### src/mps_pkg.sv
// constants and carriers of the mains parallel sequencer
// assumes one 50 MHz clock; times are counted in 1 ms ticks
package mps_pkg;

  localparam int unsigned CLK_HZ          = 50_000_000;
  localparam int unsigned TICK_US         = 1000;
  localparam int unsigned TICK_CYCLES     = (CLK_HZ / 1_000_000) * TICK_US;
  localparam int unsigned TICK_CNT_W      = 16;

  // 2 s breaker limit when the feedback input has no delay of its own
  localparam logic [31:0] BRK_DEF_LIMIT_MS = 32'h0000_07d0;
  // interface breaker must be open 0.5 s after the protection trip
  localparam logic [31:0] IFACE_LIMIT_MS  = 32'h0000_01f4;
  localparam logic [31:0] MS_PER_S        = 32'h0000_03e8;
  localparam logic [1:0]  LAST_ATTEMPT    = 2'h2;
  localparam logic [15:0] SYNC_UNLIMITED  = 16'hffff;
  localparam logic [15:0] SP_RESET        = 16'h0000;

  localparam logic [1:0]  IFACE_GEN       = 2'h1;
  localparam logic [1:0]  IFACE_MAINS     = 2'h2;
  localparam logic [1:0]  PMODE_FIXED     = 2'h1;
  localparam logic [1:0]  PMODE_EXCHANGE  = 2'h2;

  typedef enum logic [1:0] {OPM_OFF, OPM_AUTO, OPM_TEST, OPM_REMOTE} op_mode_t;

  typedef enum logic [3:0] {
    ST_IDLE, ST_START, ST_READY, ST_SYNC, ST_PARALLEL, ST_UNLOAD,
    ST_GEN_OPEN, ST_DUAL_OPEN, ST_BOTH_OPEN, ST_MAINS_CLOSE, ST_STOP
  } seq_state_t;

  typedef struct packed {
    logic               keep_supplying;
    logic               open_mains_on_fail;
    logic               test_load;
    logic               shutdown_variant;
    logic [1:0]         iface_sel;
    logic [1:0]         power_mode;
    logic               use_analog;
    logic [15:0]        fixed_power_mode_kw;
    logic signed [15:0] exchange_kw;
    logic [15:0]        ramp_kw_per_ms;
    logic [15:0]        discharge_kw_per_ms;
    logic [15:0]        unload_thr_kw;
    logic [15:0]        unload_time_s;
    logic [15:0]        sync_time_s;
    logic [15:0]        gen_fb_delay_ms;
    logic [15:0]        mains_fb_delay_ms;
  } cfg_t;

  typedef struct packed {
    logic gen_closed;
    logic mains_closed;
    logic gen_in_tol;
    logic engine_running;
    logic prot_trip;
    logic mains_ok;
  } fb_t;

  typedef struct packed {
    logic shutdown;
    logic deactivation;
    logic discharge;
    logic stop_req;
    logic start_inhibit;
    logic load_inhibit;
  } cause_t;

  typedef struct packed {
    logic failed_parallel_shutdown;
    logic interface_not_open_shutdown;
    logic gen_breaker_not_open_shutdown;
    logic gen_breaker_not_open_warning;
    logic mains_breaker_not_closed_warning;
  } alarm_t;

  localparam alarm_t ALARM_RESET = '0;

endpackage : mps_pkg

### src/sync_bits.sv
// two-stage synchroniser for independent levels
// assumes slow levels; bits are not kept coherent
`timescale 1ns/1ns
module sync_bits #(
  parameter int unsigned W = 1
) (
  // clock and reset
  input  wire logic         clk,
  input  wire logic         nrst,
  // levels
  input  wire logic [W-1:0] din,
  output logic      [W-1:0] dout
);

  genvar i;
    for (i = 0; i < W; i++) begin : g_bit
      logic meta_q;
      logic stab_q;
      always_ff @(posedge clk) begin
        if (!nrst) begin
          meta_q <= 1'b0;
          stab_q <= 1'b0;
        end else begin
          meta_q <= din[i];
          stab_q <= meta_q;
        end
      end
      assign dout[i] = stab_q;
    end

endmodule : sync_bits

### src/power_setpoint.sv
// generator power setpoint: fixed or exchange, ramp down on unload
// assumes tick is a one-cycle 1 ms enable and powers are in kW
`timescale 1ns/1ns
module power_setpoint (
  // clock and reset
  input  wire logic               clk,
  input  wire logic               nrst,
  input  wire logic               tick,
  // sequencer phase
  input  wire logic               parallel,
  input  wire logic               unload,
  input  wire logic               unload_start,
  input  wire logic               discharge,
  input  wire mps_pkg::cfg_t      cfg,
  // measurements
  input  wire logic [15:0]        gen_kw,
  input  wire logic signed [15:0] mains_kw,
  input  wire logic [15:0]        analog_kw,
  // result
  output logic      [15:0]        sp_q
);

  logic        [15:0] sp_d;
  logic signed [17:0] want;
  logic        [15:0] rate;

  always_comb begin
    want = $signed({2'b00, gen_kw}) + {{2{mains_kw[15]}}, mains_kw}
         - {{2{cfg.exchange_kw[15]}}, cfg.exchange_kw};
    rate = discharge ? cfg.discharge_kw_per_ms : cfg.ramp_kw_per_ms;
    sp_d = mps_pkg::SP_RESET;
    if (unload_start) begin
      sp_d = gen_kw;
    end else if (unload) begin
      sp_d = sp_q;
      if (tick) begin
        sp_d = (sp_q > rate) ? sp_q - rate : mps_pkg::SP_RESET;
      end
    end else if (parallel) begin
      if (cfg.power_mode == mps_pkg::PMODE_EXCHANGE) begin
        // clamped into the generator's range
        if (want < 0) begin
          sp_d = mps_pkg::SP_RESET;
        end else if (want > 18'sh0ffff) begin
          sp_d = 16'hffff;
        end else begin
          sp_d = want[15:0];
        end
      end else if (cfg.power_mode == mps_pkg::PMODE_FIXED) begin
        sp_d = cfg.use_analog ? analog_kw : cfg.fixed_power_mode_kw;
      end else begin
        sp_d = sp_q;
      end
    end
  end

  always_ff @(posedge clk) begin
    if (!nrst) begin
      sp_q <= mps_pkg::SP_RESET;
    end else begin
      sp_q <= sp_d;
    end
  end

endmodule : power_setpoint

### src/mains_parallel_sequencer.sv
// automatic sequencer for one generator in continuous parallel with the mains
// assumes synchroniser, engine and protections outside; feedback 1 = closed
//
// Overview of operation
// auto: request only uninhibited and mains permits
// test and remote start always request
// keep-supplying: not-open warning requests until acknowledged
// open mains if generator breaker sticks; code does so only with open_mains_on_fail and a serious cause or discharge
// generator breaker closed unless any blocking cause
// mains closed except tripped interface with generator closed
// idle request starts engine, ready when in tolerance
// ready: stop, wait on inhibit, else synchronise
// synchronise within limit, else failed-parallel shutdown
// setpoint from fixed power or mains exchange
// parallel trip opens generator or both breakers
// serious causes open, others unload first
// ramp power to zero, then open generator
// unload aborted by shutdown or protection trip
// generator opening: three tries, interface 0.5 s
// normal opening failure: warning, then stop or parallel
// dual opening on mains-interface trip, stuck interface or reclose failure, 0.5 s
// dual opening waits for generator breaker to open
// both open always leads to mains re-closing
// mains closing: three tries, warning on failure
// feedback delay is breaker limit, else 2 s
// explicit state machine, counters, synchronised feedback
`timescale 1ns/1ns
module mains_parallel_sequencer #(
  parameter int unsigned TICK_CYCLES = mps_pkg::TICK_CYCLES
) (
  // clock and reset
  input  wire logic               CLK,
  input  wire logic               NRST,
  // mode and configuration
  input  wire mps_pkg::op_mode_t  OP_MODE,
  input  wire mps_pkg::cfg_t      CFG,
  // breaker feedback, engine and protection levels
  input  wire mps_pkg::fb_t       FB,
  input  wire mps_pkg::cause_t    CAUSES,
  // alarm acknowledge
  input  wire logic               WARN_ACK,
  input  wire logic               SHUTDOWN_RESET,
  // measurements
  input  wire logic [15:0]        GEN_KW,
  input  wire logic signed [15:0] MAINS_KW,
  input  wire logic [15:0]        ANALOG_KW,
  // engine and breaker commands
  output logic                    ENGINE_RUN,
  output logic                    SYNC_EN,
  output logic                    GEN_BRK_OPEN,
  output logic                    MAINS_BRK_OPEN,
  output logic                    MAINS_BRK_CLOSE,
  output logic                    GEN_CLOSE_PERMIT,
  output logic                    MAINS_KEEP_CLOSED,
  // status
  output mps_pkg::seq_state_t     STATE,
  output mps_pkg::alarm_t         ALARMS,
  output logic [15:0]             POWER_SP
);

  mps_pkg::fb_t        fb;
  mps_pkg::cause_t     cs;
  mps_pkg::seq_state_t state_q, state_d;
  mps_pkg::alarm_t     alarm_q, alarm_d, alarm_set;
  logic [mps_pkg::TICK_CNT_W-1:0] tick_cnt_q, tick_cnt_d;
  logic                tick_q, tick_d;
  logic [31:0]         ms_q, ms_d;
  logic [31:0]         trip_ms_q, trip_ms_d;
  logic [1:0]          try_q, try_d;
  logic [4:0]          cmd_q, cmd_d;
  logic                force_q, force_d;
  logic                permit_q, permit_d;
  logic                keep_q, keep_d;
  logic                req, keep_req, own_sd, serious, stop_cause, permit_now;
  logic                restart, gen_late, mains_late, sync_late, unload_done;
  logic [31:0]         gen_lim, mains_lim;

  localparam int unsigned TICK_CNT_W = mps_pkg::TICK_CNT_W;

  sync_bits #(.W($bits(mps_pkg::fb_t) + $bits(mps_pkg::cause_t))) u_sync (
    .clk  (CLK),
    .nrst (NRST),
    .din  ({FB, CAUSES}),
    .dout ({fb, cs})
  );

  power_setpoint u_sp (
    .clk          (CLK),
    .nrst         (NRST),
    .tick         (tick_q),
    .parallel     (state_q == mps_pkg::ST_PARALLEL),
    .unload       (state_q == mps_pkg::ST_UNLOAD),
    .unload_start ((state_q != mps_pkg::ST_UNLOAD) && (state_d == mps_pkg::ST_UNLOAD)),
    .discharge    (cs.discharge),
    .cfg          (CFG),
    .gen_kw       (GEN_KW),
    .mains_kw     (MAINS_KW),
    .analog_kw    (ANALOG_KW),
    .sp_q         (POWER_SP)
  );

  // ms enable and the protection-trip time base
  always_comb begin
    tick_d     = 1'b0;
    tick_cnt_d = tick_cnt_q + 1'b1;
    if (tick_cnt_q == TICK_CNT_W'(TICK_CYCLES - 1)) begin
      tick_cnt_d = '0;
      tick_d     = 1'b1;
    end
    trip_ms_d = '0;
    if (fb.prot_trip) begin
      trip_ms_d = (tick_q && trip_ms_q != 32'hffff_ffff) ? trip_ms_q + 32'h1 : trip_ms_q;
    end
  end

  // causes and decisions
  always_comb begin
    own_sd   = alarm_q.failed_parallel_shutdown | alarm_q.interface_not_open_shutdown
             | alarm_q.gen_breaker_not_open_shutdown;
    serious  = cs.shutdown | cs.deactivation | own_sd;
    keep_req = CFG.keep_supplying & alarm_q.gen_breaker_not_open_warning
             & ~(serious | cs.discharge);
    unique case (OP_MODE)
      mps_pkg::OPM_AUTO:   req = ~cs.start_inhibit & fb.mains_ok;
      mps_pkg::OPM_TEST:   req = 1'b1;
      mps_pkg::OPM_REMOTE: req = 1'b1;
      mps_pkg::OPM_OFF:    req = 1'b0;
    endcase
    req        = req | keep_req;
    stop_cause = serious | cs.discharge | ~req;
    permit_now = fb.engine_running & ~serious & ~cs.discharge & ~cs.stop_req
               & ~fb.prot_trip & fb.mains_ok & ~cs.load_inhibit
               & ~(OP_MODE == mps_pkg::OPM_TEST && !CFG.test_load);
    gen_lim    = (CFG.gen_fb_delay_ms != 16'h0) ? 32'(CFG.gen_fb_delay_ms)
               : mps_pkg::BRK_DEF_LIMIT_MS;
    mains_lim  = (CFG.mains_fb_delay_ms != 16'h0) ? 32'(CFG.mains_fb_delay_ms)
               : mps_pkg::BRK_DEF_LIMIT_MS;
    gen_late   = ms_q >= gen_lim;
    mains_late = ms_q >= mains_lim;
    sync_late  = (CFG.sync_time_s != mps_pkg::SYNC_UNLIMITED)
               && (ms_q >= 32'(CFG.sync_time_s) * mps_pkg::MS_PER_S);
    unload_done = (GEN_KW < CFG.unload_thr_kw)
               || (ms_q >= 32'(CFG.unload_time_s) * mps_pkg::MS_PER_S);
  end

  // sequence
  always_comb begin
    state_d   = state_q;
    try_d     = try_q;
    force_d   = force_q;
    restart   = 1'b0;
    alarm_set = mps_pkg::ALARM_RESET;
    unique case (state_q)
      mps_pkg::ST_IDLE: begin
        force_d = 1'b0;
        if (req && !serious) begin
          state_d = mps_pkg::ST_START;
        end
      end
      mps_pkg::ST_START: begin
        if (stop_cause) begin
          state_d = mps_pkg::ST_STOP;
        end else if (fb.gen_in_tol) begin
          state_d = mps_pkg::ST_READY;
        end
      end
      mps_pkg::ST_READY: begin
        if (stop_cause) begin
          state_d = mps_pkg::ST_STOP;
        end else if (permit_now) begin
          state_d = mps_pkg::ST_SYNC;
        end
      end
      mps_pkg::ST_SYNC: begin
        if (fb.gen_closed) begin
          state_d = mps_pkg::ST_PARALLEL;
        end else if (sync_late) begin
          alarm_set.failed_parallel_shutdown = 1'b1;
          state_d = mps_pkg::ST_STOP;
        end else if (serious) begin
          state_d = mps_pkg::ST_STOP;
        end
      end
      mps_pkg::ST_PARALLEL, mps_pkg::ST_UNLOAD: begin
        if (fb.prot_trip) begin
          state_d = (CFG.iface_sel == mps_pkg::IFACE_MAINS) ? mps_pkg::ST_DUAL_OPEN
                  : mps_pkg::ST_GEN_OPEN;
        end else if (serious) begin
          state_d = mps_pkg::ST_GEN_OPEN;
        end else if (state_q == mps_pkg::ST_PARALLEL) begin
          if (cs.discharge || !req || cs.load_inhibit) begin
            state_d = mps_pkg::ST_UNLOAD;
          end
        end else if (unload_done) begin
          state_d = mps_pkg::ST_GEN_OPEN;
        end
        try_d = '0;
      end
      mps_pkg::ST_GEN_OPEN: begin
        if (!fb.gen_closed) begin
          state_d = mps_pkg::ST_READY;
        end else if (fb.prot_trip && CFG.iface_sel == mps_pkg::IFACE_GEN
                     && trip_ms_q >= mps_pkg::IFACE_LIMIT_MS) begin
          alarm_set.interface_not_open_shutdown = 1'b1;
          state_d = mps_pkg::ST_DUAL_OPEN;
          try_d   = '0;
        end else if (gen_late && try_q != mps_pkg::LAST_ATTEMPT) begin
          try_d   = try_q + 2'h1;
          restart = 1'b1;
        end else if (gen_late && !fb.prot_trip) begin
          // a stuck generator breaker with a grid still closed would drag it
          force_d = CFG.open_mains_on_fail & (serious | cs.discharge);
          if (CFG.shutdown_variant) begin
            alarm_set.gen_breaker_not_open_shutdown = 1'b1;
            state_d = mps_pkg::ST_STOP;
          end else begin
            alarm_set.gen_breaker_not_open_warning = 1'b1;
            state_d = stop_cause ? mps_pkg::ST_STOP : mps_pkg::ST_PARALLEL;
          end
        end
      end
      mps_pkg::ST_DUAL_OPEN: begin
        if (fb.prot_trip && fb.mains_closed && trip_ms_q >= mps_pkg::IFACE_LIMIT_MS) begin
          alarm_set.interface_not_open_shutdown = 1'b1;
        end
        if (!fb.gen_closed) begin
          state_d = fb.mains_closed ? mps_pkg::ST_READY : mps_pkg::ST_BOTH_OPEN;
          try_d   = '0;
        end else if (gen_late && try_q != mps_pkg::LAST_ATTEMPT) begin
          try_d   = try_q + 2'h1;
          restart = 1'b1;
        end else if (gen_late) begin
          alarm_set.gen_breaker_not_open_shutdown = 1'b1;
        end
      end
      mps_pkg::ST_BOTH_OPEN: begin
        state_d = mps_pkg::ST_MAINS_CLOSE;
        try_d   = '0;
      end
      mps_pkg::ST_MAINS_CLOSE: begin
        force_d = 1'b0;
        if (fb.mains_closed) begin
          state_d = mps_pkg::ST_READY;
        end else if (mains_late && try_q != mps_pkg::LAST_ATTEMPT) begin
          try_d   = try_q + 2'h1;
          restart = 1'b1;
        end else if (mains_late) begin
          alarm_set.mains_breaker_not_closed_warning = 1'b1;
          try_d   = '0;
          state_d = (req && !serious && !cs.discharge) ? mps_pkg::ST_DUAL_OPEN
                  : mps_pkg::ST_STOP;
        end
      end
      mps_pkg::ST_STOP: begin
        if (!fb.engine_running) begin
          state_d = mps_pkg::ST_IDLE;
        end
      end
      default: state_d = mps_pkg::ST_IDLE;
    endcase
    // per-state ms counter, cleared on every change and retry
    if (restart || state_d != state_q) begin
      ms_d = '0;
    end else begin
      ms_d = (tick_q && ms_q != 32'hffff_ffff) ? ms_q + 32'h1 : ms_q;
    end
    // commands from the next state so they leave flops; low one cycle per retry
    cmd_d   = {(state_d != mps_pkg::ST_IDLE) && (state_d != mps_pkg::ST_STOP),
               state_d == mps_pkg::ST_SYNC,
               (state_d inside {mps_pkg::ST_GEN_OPEN, mps_pkg::ST_DUAL_OPEN}) && !restart,
               ((state_d == mps_pkg::ST_DUAL_OPEN) && !restart) || force_d,
               (state_d == mps_pkg::ST_MAINS_CLOSE) && !restart};
    // set wins over acknowledge
    alarm_d = alarm_q;
    if (WARN_ACK) begin
      alarm_d.gen_breaker_not_open_warning     = 1'b0;
      alarm_d.mains_breaker_not_closed_warning = 1'b0;
    end
    if (SHUTDOWN_RESET) begin
      alarm_d.failed_parallel_shutdown      = 1'b0;
      alarm_d.interface_not_open_shutdown   = 1'b0;
      alarm_d.gen_breaker_not_open_shutdown = 1'b0;
    end
    alarm_d  = alarm_d | alarm_set;
    permit_d = permit_now;
    keep_d   = ~(CFG.iface_sel == mps_pkg::IFACE_MAINS && fb.gen_closed
               && fb.prot_trip);
  end

  always_ff @(posedge CLK) begin
    if (!NRST) begin
      tick_cnt_q <= '0;
      tick_q     <= 1'b0;
      trip_ms_q  <= '0;
      state_q    <= mps_pkg::ST_IDLE;
      ms_q       <= '0;
      try_q      <= '0;
      cmd_q      <= '0;
      force_q    <= 1'b0;
      alarm_q    <= mps_pkg::ALARM_RESET;
      permit_q   <= 1'b0;
      keep_q     <= 1'b1;
    end else begin
      tick_cnt_q <= tick_cnt_d;
      tick_q     <= tick_d;
      trip_ms_q  <= trip_ms_d;
      state_q    <= state_d;
      ms_q       <= ms_d;
      try_q      <= try_d;
      cmd_q      <= cmd_d;
      force_q    <= force_d;
      alarm_q    <= alarm_d;
      permit_q   <= permit_d;
      keep_q     <= keep_d;
    end
  end

  assign ENGINE_RUN        = cmd_q[4];
  assign SYNC_EN           = cmd_q[3];
  assign GEN_BRK_OPEN      = cmd_q[2];
  assign MAINS_BRK_OPEN    = cmd_q[1];
  assign MAINS_BRK_CLOSE   = cmd_q[0];
  assign GEN_CLOSE_PERMIT  = permit_q;
  assign MAINS_KEEP_CLOSED = keep_q;
  assign STATE             = state_q;
  assign ALARMS            = alarm_q;

endmodule : mains_parallel_sequencer

### config.mk
export PLATFORM = sky130hd
export DESIGN_NAME = mains_parallel_sequencer
export DESIGN_NICKNAME = d
export VERILOG_FILES = /design/src/mps_pkg.sv /design/src/sync_bits.sv /design/src/power_setpoint.sv /design/src/mains_parallel_sequencer.sv
export SDC_FILE = /design/constraint.sdc
export NUM_CORES = 1
export LEC_CHECK = 0
export BUFFER_PORTS_ARGS = -buffer_cell sky130_fd_sc_hd__buf_2
export CORE_AREA = 5 5 242 244
export CTS_CLUSTER_DIAMETER = 100
export DETAILED_ROUTE_END_ITERATION = 10
export DIE_AREA = 0 0 247 249
export GPL_TIMING_DRIVEN = 0
export PLACE_DENSITY = 0.48
export SETUP_SLACK_MARGIN = 0.15
export SLEW_MARGIN = 25
export SYNTH_ARGS = -nofsm -noshare
export SYNTH_HDL_FRONTEND = slang
export SYNTH_SLANG_ARGS = --single-unit
### constraint.sdc
create_clock -name CLK -period 17.44 [get_ports CLK]
set_input_delay 2.616 -clock CLK [delete_from_list [all_inputs] [get_ports CLK]]
set_output_delay 2.616 -clock CLK [all_outputs]
set_load 0.01 [all_outputs]
==> flow_metrics.tcl, run 1 <==
set metrics [dict create \
    port_buffers 248 \
    clkTransAtPathRegs_ps 60 \
    critPathRequiredTime_ps 17810 \
    synth.area.top_cells "ha_1 18%, dfxtp_1 17%, fa_1 15%" \
    clk_latency_ps 440 \
    ir_drop_mv 0.0475 \
    status "finished, final reports clean" \
    cts_max_level 4 \
    async_reset_ff_share_pct 0 \
    root_buffer "clkbuf_16" \
    syn_nets 2597 \
    min_path_cells 1 \
    synth_top_area_share_pct 18.0 \
    slowest_delay_ps 770 \
    period_needed_ps 10770 \
    start_kind "input port" \
    combPwrFrac_pct 64.2 \
    cp_max_fo 10 \
    grt_pass1_wl_um 81700 \
    cp-end-kind "flop" \
    final-hold-violation-count 0 \
    wire_per_inst_um 16.6 \
    cts_tree "done" \
    yosys.area.top_type "ha_1" \
    reg2reg_depth 13 \
    design_area_um2 19500 \
    avgSynthCellArea_um2 8.29 \
    leakage_nw 9.07 \
    num_vias 14862 \
    whs_ps 436 \
    placed_area_um2 18900 \
    finalNetCount 2864 \
    cts.sinks 140 \
    rows 87 \
    ys_seq_elements 140 \
    detail_route.iter0.violations 708 \
    hp-class "flop to flop" \
    arrival_ps 11140 \
    antenna_found_initial 18 \
    ctsResizeCount 0 \
    intPower_mw 1.10 \
    initial_core_util_pct 29.8 \
    place_congestion 0.893 \
    ios 251 \
    area_growth_pct 16.9 \
    numCtsBuffers 17 \
    switching_share_pct 45.4 \
    cts_hold_buffers 0 \
    grt_max_degree 17 \
    power.density_nw_per_um2 103 \
    slew_violations 0 \
    grt_usage_pct 16.3 \
    pwr-share-clk_pct 19.1 \
    drive_above_1_share_pct 13.6 \
    synth_edf_count 0 \
    cts_buffer_depth 2 \
    die-area_um2 61500 \
    die_w_um 247 \
    via_per_inst 4.87 \
    nFillCells 5933 \
    p_seq_share_pct 16.7 \
    critPathKind "input port to flop" \
    fmax_ghz 0.0928 \
    path_common_cell "fa_1" \
    skew_ps 15.7 \
    dp_hpwl_um 43700 \
    ys.flop_type "dfxtp_1" \
    setup_violations 0 \
    wirelength_um 50700 \
    synth_cells 2013 \
    grt_overflow 0 \
    die_h_um 249 \
    drv_cap 0 \
    ys_seq_area_share_pct 16.8 \
    tightest_slew_ps 939 \
    synthDistinctLibCells 80 \
    fin_crit_sh_pct 61.8 \
    p_switching_uw 912 \
    grt_setup_unrepaired "false" \
    antenna_left 0 \
    drt_drc_violations_left 0 \
    ys.warnings.count 0 \
    first_global_vias 15479 \
    slowest_stage "a211oi_1" \
    first_pass_iters 5 \
    syn_area_um2 16700 \
    core_um2 56100 \
    slew_headroom_pct 37.0 \
    post-cts-setup-buffers 0 \
    fin_tns_setup_ps 0 \
]
per-stage QoR:
step | std cells | utilization (%) | setup WS [ps] | total power [mW]
floorplan | 2013 | - | 7580 | 1.33
global placement | 3017 | 33.7 | 6240 | 1.62
detailed placement | 3017 | 33.7 | 6140 | 1.64
CTS | 3049 | 34.8 | 6560 | 2.04
global route | 3052 | 34.8 | 6050 | 2.24
finish | 3053 | 34.8 | 6670 | 2.01
state kept, by name, indices dropped and copies added (netlist names), 5 cells and up:
signal               count
ALARMS                   5
cmd_q                    5
ms_q                    32
tick_cnt_q              16
trip_ms_q               32
u_sp.sp_q               16
u_sync.g_bit.meta_q     12
u_sync.g_bit.stab_q     12
cell type report:
type	count	area, µm²	share of cell area (%)
diodes	4	10.0	0.0513
clock buffers	17	425	2.18
clock inverters	15	190	0.974
plain buffers	51	218	1.12
flip-flops and latches	140	2800	14.4
repair buffers	248	1240	6.36
inverters	306	1150	5.89
well taps	756	946	4.85
multi-input cells	1516	12500	64.2
cells in the final DEF, fill, tap and decap left out, types with 11 or more instances in the layout:
cell type,n
and3_1,24
inv_1,304
nand4_1,35
and2_1,36
nand3_1,69
nor2_1,192
dfxtp_1,140
nand2_1,92
a21oi_1,108
o21ai_0,89
nor3_1,37
xnor2_1,71
or3_1,12
or4_1,11
nand2b_1,24
buf_2,251
ha_1,240
o21bai_1,14
nor2b_1,14
nor4_1,27
a211o_1,11
mux2i_1,32
a211oi_1,13
clkbuf_1,42
fa_1,125
clkbuf_16,17
and4_1,11
a21o_1,20
xor2_1,73
routing by layer:
metal,share of wire [%],GRT usage (%),routed length (µm),up-vias
li1,-,-,-,7412
met1,46,21.9,23300,6979
met2,46,26.4,23200,371
met3,5.8,3.95,2960,80
met4,2.2,4.14,1100,20
met5,0.27,0,136,-
worst max-delay path: cells and delay by family:
kind	cells	cell delay, ps
AOI/OAI and AO/OA	9	2690
adders and majority gates	6	2550
and+or+nand+nor	8	2100
buffers and inverters	5	840
xor gates and xnor gates	2	350
power groups by stage:
stage	Clock (mW)	Sequential, mW	Combinational, mW
floorplan	0	0.342	0.988
global placement	0	0.342	1.28
detailed placement	0	0.342	1.30
CTS	0.394	0.335	1.31
global route	0.410	0.336	1.50
finish	0.385	0.335	1.29
cell families after synthesis:
family	Yosys count	share of synthesized area (%)
mux	33	1.99
flops	140	16.8
fa+ha+maj	365	33.0
compound gates	357	13.8
simple gates	617	18.7
xor+xnor	144	7.55
buf+inv	357	8.18
final timing paths:
path / startpoint / end / slack [ps]
worst max-delay path: CFG[53] / ms_q[28] / 6670
worst min-delay path: u_sync.g_bit[7].meta_q / u_sync.g_bit[7].stab_q / 440
worst max register to register: u_sync.g_bit[3].stab_q / u_sp.sp_q[15] / 12730
worst min register to register: u_sync.g_bit[7].meta_q / u_sync.g_bit[7].stab_q / 440
synth_stat cells, types with 42 or more instances:
| library cell | count |
|---|---|
| a21oi_1 | 108 |
| clkbuf_1 | 42 |
| dfxtp_1 | 140 |
| fa_1 | 125 |
| ha_1 | 240 |
| inv_1 | 304 |
| nand2_1 | 92 |
| nand3_1 | 69 |
| nor2_1 | 192 |
| o21ai_0 | 89 |
| xnor2_1 | 71 |
| xor2_1 | 73 |
Note: power is estimated with default switching activity, not from simulation.
==> run 2, diff against run 1 <==
Settings changed: PLACE_DENSITY 0.48 to 0.5.
Clock period 17.44 ns to 8.89 ns, I/O delays scaled along.
==> run 2 against run 1 <==
Against the previous run: worst hold slack got worse by 4.3 ps; non-clock buffer count increased by 13; critical path depth increased by 5; routed wire length increased by 0.51%; sequential share of layout area decreased by 0.22 points; register-to-register slack got worse by 8800 ps; utilization increased by 0.54 points; global-route usage increased by 0.15 points; cell area increased by 1.6%; clock power increased by 100%; via count about the same; combinational power increased by 120%; largest cell class unchanged; largest power group unchanged.
==> flow_metrics.tcl, run 2 (synthesis gave the netlist of run 1 again) <==
set metrics [dict create \
    die_w_um 247 \
    ff_latch_area_um2 2800 \
    multi_input_area_um2 12700 \
    final-hold-violation-count 0 \
    clkTransAtPathRegs_ps 60 \
    drive_above_1_share_pct 15.4 \
    wire_per_inst_um 16.6 \
    skew_ps 17.7 \
    status "finished, final reports clean" \
    design_area_um2 19800 \
    die_h_um 249 \
    detail_route.iter0.violations 641 \
    fin_crit_sh_pct 94.8 \
    total_power_mw 4.21 \
    rows 87 \
    clk_latency_ps 430 \
    grt_setup_unrepaired "false" \
    fin_ws_ps 458 \
    hp-class "flop to flop" \
    nFillCells 5849 \
    final_common_cell "inv_1" \
    antenna_found_initial 6 \
    arrival_ps 8790 \
    num_vias 14869 \
    die-area_um2 61500 \
    root_buffer "clkbuf_16" \
    grt_pass1_wl_um 82300 \
    cp-end-kind "flop" \
    cts_hold_buffers 0 \
    cts.sinks 140 \
    port_buffers 248 \
    cp_max_fo 10 \
    setup_violations 0 \
    largestRegisters "ms_q: 32 flops, trip_ms_q: 32 flops" \
    via_per_inst 4.85 \
    final_cell_mix "299 x inv_1, 247 x buf_2, 237 x ha_1" \
    critPathRequiredTime_ps 9250 \
    first_global_vias 15450 \
    place_congestion 0.913 \
    numCtsBuffers 17 \
    critPathKind "input port to flop" \
    ir_drop_mv 0.119 \
    antenna_left 0 \
    fmax_ghz 0.119 \
    slew_headroom_pct 39.6 \
    initial_core_util_pct 29.8 \
    drt_drc_violations_left 0 \
    placed_area_um2 18900 \
    start_kind "input port" \
    area_growth_pct 18.7 \
    first_pass_iters 5 \
    period_needed_ps 8430 \
    dp_cells 3017 \
    cts_buffer_depth 2 \
    power.density_nw_per_um2 212 \
    cts_tree "done" \
    finalNetCount 2877 \
    fin_tns_setup_ps 0 \
    core_um2 56100 \
    slowest_stage "or4_4" \
    finalNonFillerCells 3063 \
    wirelength_um 50900 \
    drv_cap 0 \
    tightest_slew_ps 906 \
    path_common_cell "buf_4" \
    grt_usage_pct 16.5 \
    grt_overflow 0 \
    slowest_delay_ps 540 \
    leakage_nw 9.17 \
    slew_violations 0 \
    grt_max_degree 17 \
    dp_hpwl_um 43600 \
    pre_cts_ws_ps -1090 \
    cts_max_level 4 \
    ios 251 \
]
[run 2: final cells by class]
cell class	count	area share [%]
Multi-Input combinational cell	1516	64.2
Sequential cell	140	14.1
Timing Repair Buffer	261	6.79
Inverter	306	5.83
Tap cell	756	4.77
Clock buffer	20	2.20
Buffer	51	1.14
Clock inverter	12	0.941
Antenna cell	1	0.0126
[run 2: power by group]
| group | total [mW] | internal [mW] | switching, mW | leakage [nW] |
|---|---|---|---|---|
| Combinational | 2.78 | 1.23 | 1.55 | 7.74 |
| Clock | 0.773 | 0.474 | 0.298 | 0.298 |
| Sequential | 0.656 | 0.644 | 0.0126 | 1.13 |
[run 2: critical path: cells and delay by family]
kind                     cells  cell delay, ps
AO/OA/AOI/OAI                6            1410
XOR/XNOR                     3             360
adder cells (fa/ha/maj)      6            2220
buffers and inverters       12            1380
AND/OR/NAND/NOR              8            2050
[run 2: worst paths after layout]
path	from	end	slack (ps)	depth (start not counted)
worst min register to register	u_sync.g_bit[5].meta_q	u_sync.g_bit[5].stab_q	430	1
worst max-delay path	CFG[50]	ms_q[4]	460	35
worst max register to register	u_sync.g_bit[3].stab_q	u_sp.sp_q[2]	3930	14
worst min-delay path	u_sync.g_bit[5].meta_q	u_sync.g_bit[5].stab_q	430	1
[run 2: timing repair]
action	CTS	global route
setup endpoints to repair	48	48
gates resized for setup	15	40
endpoints found under the hold margin	0	0
pin swaps	7	21
setup buffers	8	5
[run 2: routing by layer]
layer / track usage, % / vias up / routed length [µm]
li1: - / 7439 / -
met2: 27.4 / 359 / 23700
met3: 3.07 / 53 / 2580
met4: 3.36 / 10 / 743
met5: 0 / - / 67
met1: 22.3 / 7008 / 23800
[run 2: stage by stage]
step | util (%) | hold slack (ps)
after floorplan | - | 412
after global placement | 33.7 | 417
after detailed placement | 33.7 | 420
after CTS | 35.1 | 434
after global routing | 35.4 | 450
final | 35.4 | 432
==> run 3, diff against run 2 <==
Settings changed: ABC_AREA from default to 1, CORE_AREA 5 5 242 244 to 5 5 248 250, DIE_AREA 0 0 247 249 to 0 0 253 255, TNS_END_PERCENT from default to 1.
==> run 3 against run 2 <==
Against the previous run: combinational power decreased by 4%; maximum frequency increased by 4.2%; setup slack improved by 340 ps; utilization decreased by 0.65 points; sequential cell count unchanged; critical path type unchanged.
==> flow_metrics.tcl, run 3 <==
set metrics [dict create \
    status "finished, final reports clean" \
    ys.warnings.count 0 \
    antenna_left 0 \
    first_pass_iters 5 \
    avgSynthCellArea_um2 7.01 \
    synth_top_area_share_pct 17.1 \
    root_buffer "clkbuf_16" \
    cts_max_level 4 \
    drive_above_1_share_pct 12.0 \
    die-area_um2 64500 \
    syn_nets 3091 \
    final-hold-violation-count 0 \
    cp_top_family "adder cells" \
    synth_cells 2507 \
    place_congestion 0.915 \
    grt_pass1_wl_um 84200 \
    largestRegisters "ms_q: 32 flops, trip_ms_q: 32 flops" \
    period_needed_ps 8090 \
    wire_per_inst_um 14.9 \
    dp_cells 3528 \
    area_growth_pct 16.2 \
    numCtsBuffers 17 \
    slowest_delay_ps 520 \
    finalNonFillerCells 3565 \
    cts_tree "done" \
    slew_headroom_pct 39.2 \
    final_common_cell "inv_1" \
    leakage_nw 10.6 \
    ys_seq_elements 140 \
    path_common_cell "nand2_1" \
    synthDistinctLibCells 57 \
    cts_buffer_depth 2 \
    ys.flop_type "dfxtp_1" \
    clk_latency_ps 420 \
    slowest_stage "fa_1" \
    rows 89 \
    cts.sinks 140 \
    drt_drc_violations_left 0 \
    critPathRequiredTime_ps 9240 \
    skew_ps 13.2 \
    ys_seq_area_share_pct 16.0 \
    ctsResizeCount 0 \
    post-cts-setup-buffers 0 \
    drv_cap 0 \
    detail_route.iter0.violations 874 \
    ios 251 \
    power.density_nw_per_um2 200 \
    grt_max_degree 17 \
    fmax_ghz 0.124 \
    total_power_mw 4.08 \
    finalNetCount 3360 \
    start_kind "input port" \
    clkTransAtPathRegs_ps 60 \
    grt_usage_pct 16.2 \
    synth_edf_count 0 \
    syn_area_um2 17600 \
    cp-end-kind "flop" \
    yosys-top-cells-count "509 x inv_1, 475 x nand2_1, 286 x nor2_1" \
    grt_setup_unrepaired "true" \
    die_h_um 255 \
    tightest_slew_ps 903 \
    first_global_vias 16283 \
    fin_crit_sh_pct 91.0 \
    crit_buf_inv 4 \
    ir_drop_mv 0.133 \
    hp-class "flop to flop" \
    core_um2 58800 \
    initial_core_util_pct 29.9 \
    final_cell_mix "509 x inv_1, 475 x nand2_1, 286 x nor2_1" \
    cp_max_fo 10 \
    synth.area.top_cells "ha_1 17%, dfxtp_1 16%, fa_1 14%" \
    yosysMostFrequentCell "inv_1" \
    via_per_inst 4.60 \
    antenna_found_initial 6 \
    slew_violations 0 \
    setup_violations 0 \
    wirelength_um 53200 \
    arrival_ps 8440 \
    fin_tns_setup_ps 0 \
    dp_hpwl_um 46400 \
    async_reset_ff_share_pct 0 \
    grt_overflow 0 \
    port_buffers 248 \
    yosys.area.top_type "ha_1" \
    num_vias 16407 \
    cts_hold_buffers 0 \
    critPathKind "input port to flop" \
    die_w_um 253 \
]
[run 3: report_power, final]
| group | total (mW) | internal (mW) | switching (mW) |
|---|---|---|---|
| Combinational | 2.67 | 1.05 | 1.62 |
| Clock | 0.739 | 0.442 | 0.297 |
| Sequential | 0.672 | 0.650 | 0.0226 |
[run 3: per-layer routing]
layer / part of all wire (%) / global-route usage [%]
met5: 0.039 / 0
met4: 1.5 / 3.21
met3: 5.3 / 3.02
met2: 47 / 27.1
met1: 46 / 22.0
[run 3: final timing paths]
check / from / cells past startpoint / end / slack (ps)
worst min register to register: u_sync.g_bit[2].meta_q / 2 / u_sync.g_bit[2].stab_q / 410
worst max register to register: u_sync.g_bit[3].stab_q / 22 / u_sp.sp_q[13] / 4600
worst min-delay path: u_sync.g_bit[2].meta_q / 2 / u_sync.g_bit[2].stab_q / 410
worst max-delay path: CFG[37] / 35 / ms_q[30] / 800
[run 3: area by class of cell]
class                      instances  area [µm²]
clock inverter                    13         166
clock buffer                      18         429
antenna                            4        10.0
fill                            6397       38400
buffer                            28         133
tap                              773         967
sequential                       140        2800
inverter                         521        1960
multi-input combinational       1818       12700
timing repair buffer             250        1270
[run 3: logic make-up (layout without fill, tap and decap cells)]
| group | after synthesis | after routing | share of synthesized area [%] |
|---|---|---|---|
| xor gates and xnor gates | 102 | 102 | 5.09 |
| adders and majority gates | 365 | 365 | 31.3 |
| muxes | 15 | 15 | 0.855 |
| buffers and inverters | 549 | 830 | 11.9 |
| DFF | 140 | 140 | 16.0 |
| AOI/OAI and AO/OA | 318 | 318 | 9.98 |
| other | 0 | 4 | 0 |
| and+or+nand+nor | 1018 | 1018 | 24.9 |
[run 3: metrics by stage]
stage               setup slack [ps]  instance area [µm²]  util, %  hold slack [ps]
floorplan                       1620                17600        -              390
global placement                 252                19800     33.6              392
detailed placement               222                19800     33.6              399
CTS                              655                20400     34.6              414
global route                    25.2                20400     34.7              428
finish                           796                20400     34.7              410
[run 3: worst reg2reg max path, stage by stage (launching register included)]
cell and delay (ps):
dfxtp_1 300, buf_2 330, buf_1 550, nand2_1 100
nand2_1 140, ha_1 190, inv_1 60, fa_1 410
nand2_1 110, nand2_1 90, nand2_1 70, o211ai_1 180
a21oi_1 370, o21a_1 160, nor2_1 40, nand2_1 280
inv_1 290, nand2_1 120, nor2_1 40, nor2_1 110
nand2_1 60, nand3_1 90, a21oi_1 60
